### src/common/ovp_pkg.sv
// Constants and types for the deceleration overvoltage guard
package ovp_pkg;

    // ------------------------------------------------------------
    // Clock and sampling
    // ------------------------------------------------------------
    localparam int CLK_PERIOD_NS = 50;
    localparam int SAMPLE_PERIOD_MS = 1;

    // ------------------------------------------------------------
    // Register byte offsets
    // ------------------------------------------------------------
    localparam logic [7:0] OFS_MODE = 8'h00;
    localparam logic [7:0] OFS_LEVEL = 8'h04;
    localparam logic [7:0] OFS_ACCEL = 8'h08;
    localparam logic [7:0] OFS_GAIN = 8'h0C;
    localparam logic [7:0] OFS_ITIME = 8'h10;
    localparam logic [7:0] OFS_STATUS = 8'h14;

    // ------------------------------------------------------------
    // Protection modes and guard states
    // ------------------------------------------------------------
    typedef enum logic [1:0] {
        MODE_OFF = 2'b00,
        MODE_CONST_V = 2'b01,
        MODE_ACCEL = 2'b10
    } mode_type;

    typedef enum logic [1:0] {
        ST_IDLE = 2'b00,
        ST_WATCH = 2'b01,
        ST_REGULATE = 2'b10,
        ST_BOOST = 2'b11
    } state_type;

    // ------------------------------------------------------------
    // Ranges and reset values (volts, 10 ms, 0.01, ms)
    // ------------------------------------------------------------
    localparam logic [10:0] LEVEL_MIN_200 = 11'd330;
    localparam logic [10:0] LEVEL_MAX_200 = 11'd390;
    localparam logic [10:0] LEVEL_DEF_200 = 11'd380;
    localparam logic [10:0] LEVEL_MIN_400 = 11'd660;
    localparam logic [10:0] LEVEL_MAX_400 = 11'd780;
    localparam logic [10:0] LEVEL_DEF_400 = 11'd760;
    localparam logic [11:0] ACCEL_MIN = 12'd10;
    localparam logic [11:0] ACCEL_MAX = 12'd3000;
    localparam logic [11:0] ACCEL_DEF = 12'd100;
    localparam logic [7:0] GAIN_DEF = 8'd50;
    localparam logic [15:0] ITIME_DEF = 16'd60;
    localparam logic [1:0] MODE_DEF = 2'b01;

    // Integrator saturation in volt-samples, then lift output saturation
    localparam logic signed [23:0] ACC_LIMIT = 24'sd1000000;
    localparam logic signed [15:0] LIFT_LIMIT = 16'sd32767;

endpackage

### src/common/ovp_pi_if.sv
// Signals between the guard controller and its PI loop
`timescale 1ns/100ps
interface ovp_pi_if;
    logic sample;
    logic clear;
    logic signed [11:0] error;
    logic [7:0] gain;
    logic [15:0] itime;
    logic signed [15:0] lift;

    modport ctrl (output sample, clear, error, gain, itime, input lift);
    modport loop (input sample, clear, error, gain, itime, output lift);
endinterface

### src/design/decel_overvoltage_guard.sv
// Deceleration overvoltage guard: AHB-Lite registers and ramp control
`timescale 1ns/100ps
module decel_overvoltage_guard
    import ovp_pkg::*;
(
    // Clock and reset
    input wire logic CLK,
    input wire logic RST_B,
    // AHB-Lite slave
    input wire logic HSEL,
    input wire logic [7:0] HADDR,
    input wire logic [1:0] HTRANS,
    input wire logic HWRITE,
    input wire logic [2:0] HSIZE,
    input wire logic [31:0] HWDATA,
    input wire logic HREADY,
    output logic HREADYOUT,
    output logic [31:0] HRDATA,
    output logic HRESP,
    // Drive class strap, high for 400 V class
    input wire logic CLASS_400,
    // Ramp generator and DC link measurement
    input wire logic DECEL_ACTIVE,
    input wire logic VDC_VALID,
    input wire logic [10:0] VDC,
    // Ramp steering
    output logic RAMP_HOLD,
    output logic RAMP_ACCEL,
    output logic [11:0] ACCEL_RATE,
    output logic signed [15:0] FREQ_LIFT,
    output logic GUARD_ACTIVE
);

    // ------------------------------------------------------------
    // Declarations
    // ------------------------------------------------------------
    ovp_pi_if pi_bus ();

    mode_type mode;
    state_type state;
    state_type next_state;
    logic [10:0] level;
    logic [11:0] accel_rate;
    logic [7:0] gain;
    logic [15:0] itime;
    logic strap_done;
    logic over_level;
    logic below_level;
    logic armed;
    logic dp_write;
    logic [7:0] dp_addr;
    logic take;
    logic [10:0] level_min;
    logic [10:0] level_max;
    logic [10:0] level_wr;
    logic [11:0] accel_wr;
    logic [31:0] next_rdata;
    logic [10:0] last_vdc;

    // ------------------------------------------------------------
    // AHB-Lite address phase capture
    // ------------------------------------------------------------
    // Zero-wait slave: every transfer completes in one data phase
    assign HREADYOUT = 1'b1;
    assign HRESP = 1'b0;
    assign take = HSEL && HREADY && HTRANS[1];

    always_ff @(posedge CLK or negedge RST_B) begin
        if (!RST_B) begin
            dp_write <= 1'b0;
            dp_addr <= '0;
        end else if (HREADY) begin
            dp_write <= take && HWRITE;
            dp_addr <= HADDR;
        end
    end

    // ------------------------------------------------------------
    // Write value conditioning
    // ------------------------------------------------------------
    // Out-of-range writes clamp rather than fault, so a bad value
    // can never disable the guard by accident
    always_comb begin
        level_min = CLASS_400 ? LEVEL_MIN_400 : LEVEL_MIN_200;
        level_max = CLASS_400 ? LEVEL_MAX_400 : LEVEL_MAX_200;
        if (HWDATA[10:0] < level_min) begin
            level_wr = level_min;
        end else if (HWDATA[10:0] > level_max || HWDATA[31:11] != '0) begin
            level_wr = level_max;
        end else begin
            level_wr = HWDATA[10:0];
        end
        if (HWDATA[11:0] < ACCEL_MIN) begin
            accel_wr = ACCEL_MIN;
        end else if (HWDATA[11:0] > ACCEL_MAX || HWDATA[31:12] != '0) begin
            accel_wr = ACCEL_MAX;
        end else begin
            accel_wr = HWDATA[11:0];
        end
    end

    // ------------------------------------------------------------
    // Mode register
    // ------------------------------------------------------------
    // Code 11 is not a mode; such a write leaves the mode unchanged
    always_ff @(posedge CLK or negedge RST_B) begin
        if (!RST_B) begin
            mode <= mode_type'(MODE_DEF);
        end else if (dp_write && dp_addr == OFS_MODE) begin
            if (HWDATA[1:0] != 2'b11) begin
                mode <= mode_type'(HWDATA[1:0]);
            end
        end
    end

    // ------------------------------------------------------------
    // Protection level, default taken from the class strap
    // ------------------------------------------------------------
    // The strap is caught on the first edge after reset release
    always_ff @(posedge CLK or negedge RST_B) begin
        if (!RST_B) begin
            strap_done <= 1'b0;
            level <= LEVEL_DEF_200;
        end else if (!strap_done) begin
            strap_done <= 1'b1;
            level <= CLASS_400 ? LEVEL_DEF_400 : LEVEL_DEF_200;
        end else if (dp_write && dp_addr == OFS_LEVEL) begin
            level <= level_wr;
        end
    end

    // ------------------------------------------------------------
    // Acceleration rate, gain and integral time
    // ------------------------------------------------------------
    always_ff @(posedge CLK or negedge RST_B) begin
        if (!RST_B) begin
            accel_rate <= ACCEL_DEF;
        end else if (dp_write && dp_addr == OFS_ACCEL) begin
            accel_rate <= accel_wr;
        end
    end

    // Full 8-bit range is legal: 0.00 to 2.55
    always_ff @(posedge CLK or negedge RST_B) begin
        if (!RST_B) begin
            gain <= GAIN_DEF;
        end else if (dp_write && dp_addr == OFS_GAIN) begin
            gain <= HWDATA[7:0];
        end
    end

    // Full 16-bit range is legal: 0.000 to 65.535 s
    always_ff @(posedge CLK or negedge RST_B) begin
        if (!RST_B) begin
            itime <= ITIME_DEF;
        end else if (dp_write && dp_addr == OFS_ITIME) begin
            itime <= HWDATA[15:0];
        end
    end

    // ------------------------------------------------------------
    // Read data, registered in the address phase
    // ------------------------------------------------------------
    always_comb begin
        next_rdata = '0;
        if (HADDR == OFS_MODE) begin
            next_rdata = {30'h0, mode};
        end else if (HADDR == OFS_LEVEL) begin
            next_rdata = {21'h0, level};
        end else if (HADDR == OFS_ACCEL) begin
            next_rdata = {20'h0, accel_rate};
        end else if (HADDR == OFS_GAIN) begin
            next_rdata = {24'h0, gain};
        end else if (HADDR == OFS_ITIME) begin
            next_rdata = {16'h0, itime};
        end else if (HADDR == OFS_STATUS) begin
            next_rdata = {pi_bus.lift, last_vdc, 1'b0,
                          RAMP_ACCEL, RAMP_HOLD, state};
        end
    end

    // Unmapped offsets read as zero
    always_ff @(posedge CLK or negedge RST_B) begin
        if (!RST_B) begin
            HRDATA <= '0;
        end else if (take && !HWRITE) begin
            HRDATA <= next_rdata;
        end
    end

    // ------------------------------------------------------------
    // Voltage comparison
    // ------------------------------------------------------------
    // Compare only when enabled and a decel ramp is running
    assign armed = DECEL_ACTIVE && mode != MODE_OFF;
    assign over_level = VDC > level;
    assign below_level = VDC < level;

    // Last sample seen while armed, for software monitoring
    always_ff @(posedge CLK or negedge RST_B) begin
        if (!RST_B) begin
            last_vdc <= '0;
        end else if (armed && VDC_VALID) begin
            last_vdc <= VDC;
        end
    end

    // ------------------------------------------------------------
    // Guard state machine
    // ------------------------------------------------------------
    // Equal voltage keeps the current direction to avoid chatter
    always_comb begin
        next_state = state;
        case (state)
            ST_IDLE: begin
                if (armed) begin
                    next_state = ST_WATCH;
                end
            end
            ST_WATCH: begin
                if (!armed) begin
                    next_state = ST_IDLE;
                end else if (mode == MODE_CONST_V) begin
                    next_state = ST_REGULATE;
                end else if (VDC_VALID && over_level) begin
                    next_state = ST_BOOST;
                end
            end
            ST_REGULATE: begin
                if (!armed || mode != MODE_CONST_V) begin
                    next_state = ST_IDLE;
                end
            end
            ST_BOOST: begin
                if (!armed || mode != MODE_ACCEL) begin
                    next_state = ST_IDLE;
                end else if (VDC_VALID && below_level) begin
                    next_state = ST_WATCH;
                end
            end
            default: begin
                next_state = ST_IDLE;
            end
        endcase
    end

    always_ff @(posedge CLK or negedge RST_B) begin
        if (!RST_B) begin
            state <= ST_IDLE;
        end else begin
            state <= next_state;
        end
    end

    // ------------------------------------------------------------
    // PI loop hookup
    // ------------------------------------------------------------
    // Loop is cleared outside regulation so each decel starts fresh
    assign pi_bus.clear = state != ST_REGULATE;
    assign pi_bus.sample = state == ST_REGULATE && VDC_VALID;
    assign pi_bus.error = 12'($signed({1'b0, VDC}) - $signed({1'b0, level}));
    assign pi_bus.gain = gain;
    assign pi_bus.itime = itime;

    ovp_pi_loop u_pi (
        .clk(CLK),
        .rst_b(RST_B),
        .pi(pi_bus)
    );

    // ------------------------------------------------------------
    // Ramp steering outputs
    // ------------------------------------------------------------
    // Hold/accel never time out: the ramp may take as long as the
    // voltage demands, so a low level can stall the stop entirely
    always_ff @(posedge CLK or negedge RST_B) begin
        if (!RST_B) begin
            RAMP_HOLD <= 1'b0;
            RAMP_ACCEL <= 1'b0;
            FREQ_LIFT <= '0;
            GUARD_ACTIVE <= 1'b0;
        end else begin
            GUARD_ACTIVE <= next_state != ST_IDLE;
            RAMP_ACCEL <= next_state == ST_BOOST;
            // Positive lift slows the decel ramp while the link is high
            if (next_state == ST_REGULATE) begin
                FREQ_LIFT <= pi_bus.lift;
                RAMP_HOLD <= pi_bus.lift > 16'sd0;
            end else begin
                FREQ_LIFT <= '0;
                RAMP_HOLD <= next_state == ST_BOOST;
            end
        end
    end

    // Rate applies only while boosting, otherwise reads zero
    always_ff @(posedge CLK or negedge RST_B) begin
        if (!RST_B) begin
            ACCEL_RATE <= '0;
        end else if (next_state == ST_BOOST) begin
            ACCEL_RATE <= accel_rate;
        end else begin
            ACCEL_RATE <= '0;
        end
    end

endmodule

### src/design/ovp_pi_loop.sv
// Proportional-plus-integral loop for DC link voltage regulation
`timescale 1ns/100ps
module ovp_pi_loop
    import ovp_pkg::*;
(
    // Clock and reset
    input wire logic clk,
    input wire logic rst_b,
    // Loop signals
    ovp_pi_if.loop pi
);

    logic signed [23:0] acc;
    logic signed [24:0] next_acc;
    logic signed [23:0] integral;
    logic signed [24:0] sum;
    logic signed [34:0] scaled;
    logic signed [15:0] next_lift;

    // ------------------------------------------------------------
    // Integrator, one step per sample, clamped against windup
    // ------------------------------------------------------------
    always_comb begin
        next_acc = 25'(acc) + 25'(pi.error);
        if (next_acc > 25'(ACC_LIMIT)) begin
            next_acc = 25'(ACC_LIMIT);
        end else if (next_acc < -25'(ACC_LIMIT)) begin
            next_acc = -25'(ACC_LIMIT);
        end
    end

    always_ff @(posedge clk or negedge rst_b) begin
        if (!rst_b) begin
            acc <= '0;
        end else if (pi.clear) begin
            acc <= '0;
        end else if (pi.sample) begin
            acc <= next_acc[23:0];
        end
    end

    // ------------------------------------------------------------
    // Output: gain/100 * (error + acc * Ts / Ti); Ti of zero drops I
    // ------------------------------------------------------------
    always_comb begin
        if (pi.itime == 16'h0000) begin
            integral = '0;
        end else begin
            integral = 24'(acc * SAMPLE_PERIOD_MS / $signed({1'b0, pi.itime}));
        end
        sum = 25'(pi.error) + 25'(integral);
        scaled = 35'(sum * $signed({1'b0, pi.gain}) / 100);
        if (scaled > 35'(LIFT_LIMIT)) begin
            next_lift = LIFT_LIMIT;
        end else if (scaled < -35'(LIFT_LIMIT)) begin
            next_lift = -LIFT_LIMIT;
        end else begin
            next_lift = scaled[15:0];
        end
    end

    // Lift only updates on a sample or is zeroed by clear, so it is steady between periods
    always_ff @(posedge clk or negedge rst_b) begin
        if (!rst_b) begin
            pi.lift <= '0;
        end else if (pi.clear) begin
            pi.lift <= '0;
        end else if (pi.sample) begin
            pi.lift <= next_lift;
        end
    end

endmodule

### config.mk
export PLATFORM = sky130hd
export DESIGN_NAME = decel_overvoltage_guard
export DESIGN_NICKNAME = d
export VERILOG_FILES = /design/src/common/ovp_pkg.sv /design/src/common/ovp_pi_if.sv /design/src/design/decel_overvoltage_guard.sv /design/src/design/ovp_pi_loop.sv
export SDC_FILE = /design/constraint.sdc
export NUM_CORES = 2
export LEC_CHECK = 0
export ABC_AREA = 1
export BUFFER_PORTS_ARGS = -buffer_cell sky130_fd_sc_hd__buf_4
export CORE_MARGIN = 2
export CORE_UTILIZATION = 55
export DETAILED_ROUTE_END_ITERATION = 12
export HOLD_SLACK_MARGIN = 0.03
export PLACE_DENSITY = 0.74
export SLEW_MARGIN = 0
export SYNTH_ARGS = -nofsm -noshare
export SYNTH_HDL_FRONTEND = slang
export SYNTH_SLANG_ARGS = --single-unit
### constraint.sdc
create_clock -name CLK -period 112.1 [get_ports CLK]
set_input_delay 11.21 -clock CLK [delete_from_list [all_inputs] [get_ports CLK]]
set_output_delay 11.21 -clock CLK [all_outputs]
set_load 0.005 [all_outputs]
Word-level counts from Yosys, hierarchy flattened
Index checks and enable logic that the tools add are counted.
W data, S select, Z words.
- eq/ne operators: 20
- $mul: 1
- div/mod/pow operators: 2
- reductions and logical operators: 30
- $lt $le $gt $ge: 11
- multiplexer cells: 35
- add/sub/neg operators: 3
- operator list (kind ; number):
    $mux W32 ; 6
    $mux W24 ; 5
    $mux W16 ; 5
    $mux W11 ; 4
    $mux W12 ; 3
    $div A35 B8 Y35 const B ; 1
    $gt A35 B16 Y1 const B ; 1
    $lt A35 B16 Y1 const B ; 1
    $mul A25 B9 Y34 ; 1
    $div A32 B17 Y32 ; 1
    $eq A8 B4 Y1 const B ; 4
    $mux W10 ; 3
    $add A12 B24 Y25 ; 1
    $add A24 B12 Y25 ; 1
    $gt A25 B21 Y1 const B ; 1
    $lt A25 B21 Y1 const B ; 1
    $eq A8 B5 Y1 const B ; 3
    $reduce_bool A21 Y1 ; 1
    $reduce_bool A20 Y1 ; 1
    $eq A8 B3 Y1 const B ; 2
    $gt A16 B1 Y1 const B ; 1
    $logic_not A16 Y1 ; 1
    $logic_not A8 Y1 ; 2
    $logic_and A1 B1 Y1 ; 14
    19 further kinds ; 38
- output and inout port bits: 65
- input port bits: 64
- flip-flop bits (word level): 175
- word-level logic and storage cells: 120

Depth between registers and ports, before layout
- depth after elaboration: 10
- depth in mapped cells: 884
- gate-level depth less buffers: 833

Hierarchy
Synthesis repeated with hierarchy kept, for this count alone.
- cells, all modules: 7461
- area total of the unflattened synthesis: 48457.7 um^2
- by module, submodules not included (module ; cells an instance ; seq. area each (um^2) ; instances ; area each (um^2)):
    ovp_pi_loop ; 6641 ; 1001.0 ; 1 ; 41429.7
    decel_overvoltage_guard ; 820 ; 3399.5 ; 1 ; 7028.0

Worst setup path before layout
OpenSTA, ideal clock, no wires.
- path kind: register to register
- from: reg itime[11]
- to: reg u_pi.pi.lift[10]
- slack: 4761 ps
- stages on the path, launching flop included: 841
- period minus slack after synthesis: 107339 ps
- required time: 111984 ps
- arrival time: 107222 ps
- buffers on the path: 51
- setup time: 116 ps
- path through: dfrtp_1 > inv_1 > nand2_2 > nor3_1 > nand2_2 > nor2_2 > nand2_2 > nor2_4 > nand2_4 > nor3_1 > ha_1 > inv_1 > o21bai_1 > a21o_2 > nand3_2 > clkinv_1 > nand2_1 > nand2_1 > [... 805 more ...] > ha_1 > nand4_1 > inv_2 > nand3_1 > nand2_1 > xor2_1 > nand2_1 > nor2_1 > nand3_1 > nor2_1 > nand4_1 > nor2_1 > nand3b_1 > nand2_2 > buf_6 > nand2_1 > nand2_1 > nand2_1
- longest elaborated chain between the ends: 10
- elaborated cells between the ends (all ways): 12
- classes of those cells: add/sub: 1; mul: 1; div: 2; order compare: 2; mux: 5; reduce/logical: 1
- ends and longest elaborated chain (item ; line ; text):
    start, declared ; decel_overvoltage_guard.sv:45 ; logic [15:0] itime;
    start signal, assigned ; decel_overvoltage_guard.sv:157 ; itime <= HWDATA[15:0];
    $div A32 B17 Y32 / $logic_not A16 Y1 (equally long branches) ; ovp_pi_loop.sv:49, ovp_pi_loop.sv:46 ;
    $mux W24 (*) ; ovp_pi_loop.sv:46 ; if (pi.itime == 16'h0000) begin
    $add A12 B24 Y25 (*) ; ovp_pi_loop.sv:51 ; sum = 25'(pi.error) + 25'(integral);
    $mul A25 B9 Y34 (*) ; ovp_pi_loop.sv:52 ; scaled = 35'(sum * $signed({1'b0, pi.gain}) / 100);
    $div A35 B8 Y35 (*) ; ovp_pi_loop.sv:52 ;
    $lt A35 B16 Y1 ; ovp_pi_loop.sv:55 ; end else if (scaled < -35'(LIFT_LIMIT)) begin
    $mux W16 ; ovp_pi_loop.sv:55 ;
    $mux W16 (*) ; ovp_pi_loop.sv:53 ; if (scaled > 35'(LIFT_LIMIT)) begin
    $mux W16 (*) ; ovp_pi_loop.sv:68 ; end else if (pi.sample) begin
    $mux W16 (*) ; ovp_pi_loop.sv:66 ; end else if (pi.clear) begin
    end signal, assigned ; ovp_pi_loop.sv:69 ; pi.lift <= next_lift;
    end, declared ; ovp_pi_if.sv:12 ; modport loop (input sample, clear, error, gain, itime, output lift);
Every way passes the cells marked *; elsewhere a longest branch is shown, timed or not. The select of a mux whose other input is x is not followed.
A chain may end at the register's enable or synchronous reset.

==> impl_metrics.csv <==
group,metric,value,unit
sta,clock.fmax,9.66,MHz
layout,instances_no_fill,8722,
routing,drt-wirelength-per-cell,14.8,um
place,gp_congestion,0.924,
layout,nFillCells,8163,
setup_path,path_class,"register to register",
setup_path,worstPathMaxFanout,26,
routing,wirelength,129,mm
sta,final-setup-viol-count,0,
layout,syn2layout_area_growth,10.4,%
global_route,grtUsageTotal,0.278,
clocking,ctsHoldBuffers,0,
sta,tightestPinTransition,1090,ps
global_route,grt.overflow.total,0,
yosys,synth_xor_area_frac,0.0820,
yosys,synth_edf_count,0,
sta,tns,0,ps
place,dp.cells,8577,
global_route,antenna_found_initial,0,
place,place_ws,-2130,ps
yosys,synthAdderAreaFrac,0.205,
routing,first_pass_iters,7,
global_route,grt_pass1_wl,212,mm
routing,drt_iter0_drc,2908,
place,io_buffers,122,
setup_path,cp_common_cell,"nand2_1",
routing,vias,47500,
place,dpl_cell_area,0.0503,mm2
floorplan,die_h,300,um
setup_path,endpoint_kind,"register",
floorplan,ios,129,
yosys,yosysWarnings,0,
yosys,synth-async-reset-ratio,1.00,
floorplan,core-area,0.0868,mm2
place,dp_hpwl,103,mm
layout,drive_above_1_share,0.183,
hold_path,hp-class,"register to register",
setup_path,cp.required,112460,ps
yosys,syn_area,0.0481,mm2
layout,fin_area,0.0531,mm2
layout,nNetsFinal,8311,
clocking,cts_tree,"yes",
yosys,synth-seq-area-share,0.0914,
global_route,grt_pass1_vias,44900,
sta,clock-skew-final,17.6,ps
floorplan,core.rowCount,108,
global_route,grt_max_degree,103,
setup_path,slowest_stage,"fa_1",
routing,vias_per_cell,5.45,
sta,fin_crit_sh,0.924,
clocking,clock_latency,480,ps
yosys,synth-compound-area-share,0.147,
yosys,ys.flop_type,"dfrtp_1",
layout,antennaDiodeCount,0,
clocking,clockBufferDepth,2,
clocking,clk_pin_slew,80,ps
status,run_status,"finished, final reports clean",
yosys,avgSynthCellArea,6.60,um2
floorplan,die_area,0.0899,mm2
yosys,synth_cells,7294,
yosys,synth_top_family_by_area,"simple AND/OR/NAND/NOR gates",
clocking,h-tree-depth,4,
yosys,synth-seq-cells,175,
clocking,clock_sinks,175,
sta,slew_viol_final,0,
floorplan,initial_core_util,0.555,
clocking,clockRootBuffer,"clkbuf_16",
setup_path,worst-path-buf-inv,154,
setup_path,arrival,103900,ps
setup_path,path_delay_family,"compound AO/OA/AOI/OAI gates",
clocking,numCtsBuffers,17,
sta,final-hold-violation-count,0,
setup_path,start_kind,"register",
setup_path,max_stage_delay,530,ps
routing,ant_nets,0,
sta,layout_setup_ws,8560,ps
yosys,yosys.area_share.simple,0.345,
yosys,synth_mux_area_frac,0.00330,
sta,period_needed,103540,ps
routing,route.detailed.drc,0,
sta,relSlewSlack,0.273,
yosys,synth_cell_types,95,
job,cap_violations,0,
floorplan,die_width,300,um
-- layer usage --
layer,global-route usage,part of all wire
met1,0.362,0.44
met2,0.486,0.48
met3,0.0254,0.052
met4,0.0823,0.031
met5,0,0
-- stage by stage --
| step | hold slack [ps] | utilization |
|---|---|---|
| 2_1_floorplan | 449 | - |
| 3_3_place_gp | 462 | 0.580 |
| 3_5_place_dp | 469 | 0.580 |
| 4_1_cts | 486 | 0.588 |
| 5_1_grt | 505 | 0.612 |
| 6_report | 486 | 0.612 |
-- placed cells by master, fill, tap and decap left out, drive strengths merged, types with 4 or more instances in the layout --
cell type and count:
nor2 625, a22oi 5, nand3b 24, a211oi 9, mux2 12, o21a 5
xnor2 168, nand4 158, a21oi 372, clkbuf 25, nor3 80, clkinv 24
or2 51, xor2 281, inv 1245, o21ai 587, conb 11, nand2 1929
dfstp 17, dfrtp 158, nand3 433, a221oi 12, o211ai 28, clkinvlp 4
o221ai 6, buf 364, and2 8, fa 159, o22ai 8, o21bai 55
o31ai 30, bufinv 4, a21o 76, a31oi 11, ha 534, nor4 25
-- logic make-up after synthesis --
group           after synthesis
other cells                   2
xor+xnor                    449
simple gates               3336
buf+inv                    1405
fa+ha+maj                   693
compound gates             1220
mux                          14
flops                       175
-- synthesized netlist by cell type, drive strengths merged (94+ instances only) --
| library cell | instances | share of area |
|---|---|---|
| nand2 | 1927 | 0.18 |
| inv | 1240 | 0.097 |
| nor2 | 625 | 0.059 |
| o21ai | 587 | 0.065 |
| ha | 534 | 0.14 |
| nand3 | 432 | 0.052 |
| a21oi | 372 | 0.040 |
| xor2 | 281 | 0.051 |
| xnor2 | 168 | 0.031 |
| fa | 159 | 0.066 |
| dfrtp | 158 | 0.082 |
| nand4 | 158 | 0.027 |
| clkbuf | 94 | 0.015 |
-- path summary, 6_finish.rpt --
check	start	endpoint	slack, ps	cells past startpoint
min in group asynchronous	RST_B	FREQ_LIFT[1]$_DFF_PN0_	10850	1
setup / recovery	itime[13]$_DFFE_PN0P_	u_pi.pi.lift[3]$_DFFE_PN0P_	8560	911
hold reg to reg	u_pi.pi.lift[6]$_DFFE_PN0P_	u_pi.pi.lift[6]$_DFFE_PN0P_	490	2
setup reg to reg	itime[13]$_DFFE_PN0P_	u_pi.pi.lift[3]$_DFFE_PN0P_	8560	799
max in group asynchronous	RST_B	itime[0]$_DFFE_PN0P_	99580	2
hold / removal	u_pi.pi.lift[6]$_DFFE_PN0P_	u_pi.pi.lift[6]$_DFFE_PN0P_	490	2
-- area by class of cell --
type / instances / area [um2] / area share
Multi-Input combinational cell: 5726 / 38800 / 0.730
Inverter: 1263 / 4920 / 0.0926
Sequential cell: 175 / 4410 / 0.0829
Timing Repair Buffer: 368 / 2900 / 0.0546
Tap cell: 1155 / 1450 / 0.0272
Clock buffer: 21 / 480 / 0.00904
Clock inverter: 11 / 141 / 0.00266
Timing Repair inverter: 3 / 22.5 / 0.000424
-- timing repair --
item | CTS | global route
resized for setup | 18 | 330
setup buffers | 3 | 101
pin swaps | 3 | 116
setup endpoints to repair | 16 | 16
gates cloned | 1 | 8
-- tightest hold or removal path: cells and delay by family (launching register included) --
| kind | cells | cell delay (ps) |
|---|---|---|
| flip-flops | 1 | 350 |
| AND/OR/NAND/NOR | 2 | 110 |
-- registers in the layout, summed over array words and instances, names as in the netlist, 11 cells and up --
| signal | cells |
|---|---|
| u_pi.acc | 24 |
| ACCEL_RATE | 12 |
| accel_rate | 12 |
| FREQ_LIFT | 16 |
| itime | 16 |
| u_pi.pi.lift | 16 |
| HRDATA | 32 |
| last_vdc | 11 |
| level | 11 |
Power is left out: the tool's default activity adds up to more than one toggle a clock period on the data nets, which glitch-free logic cannot reach.
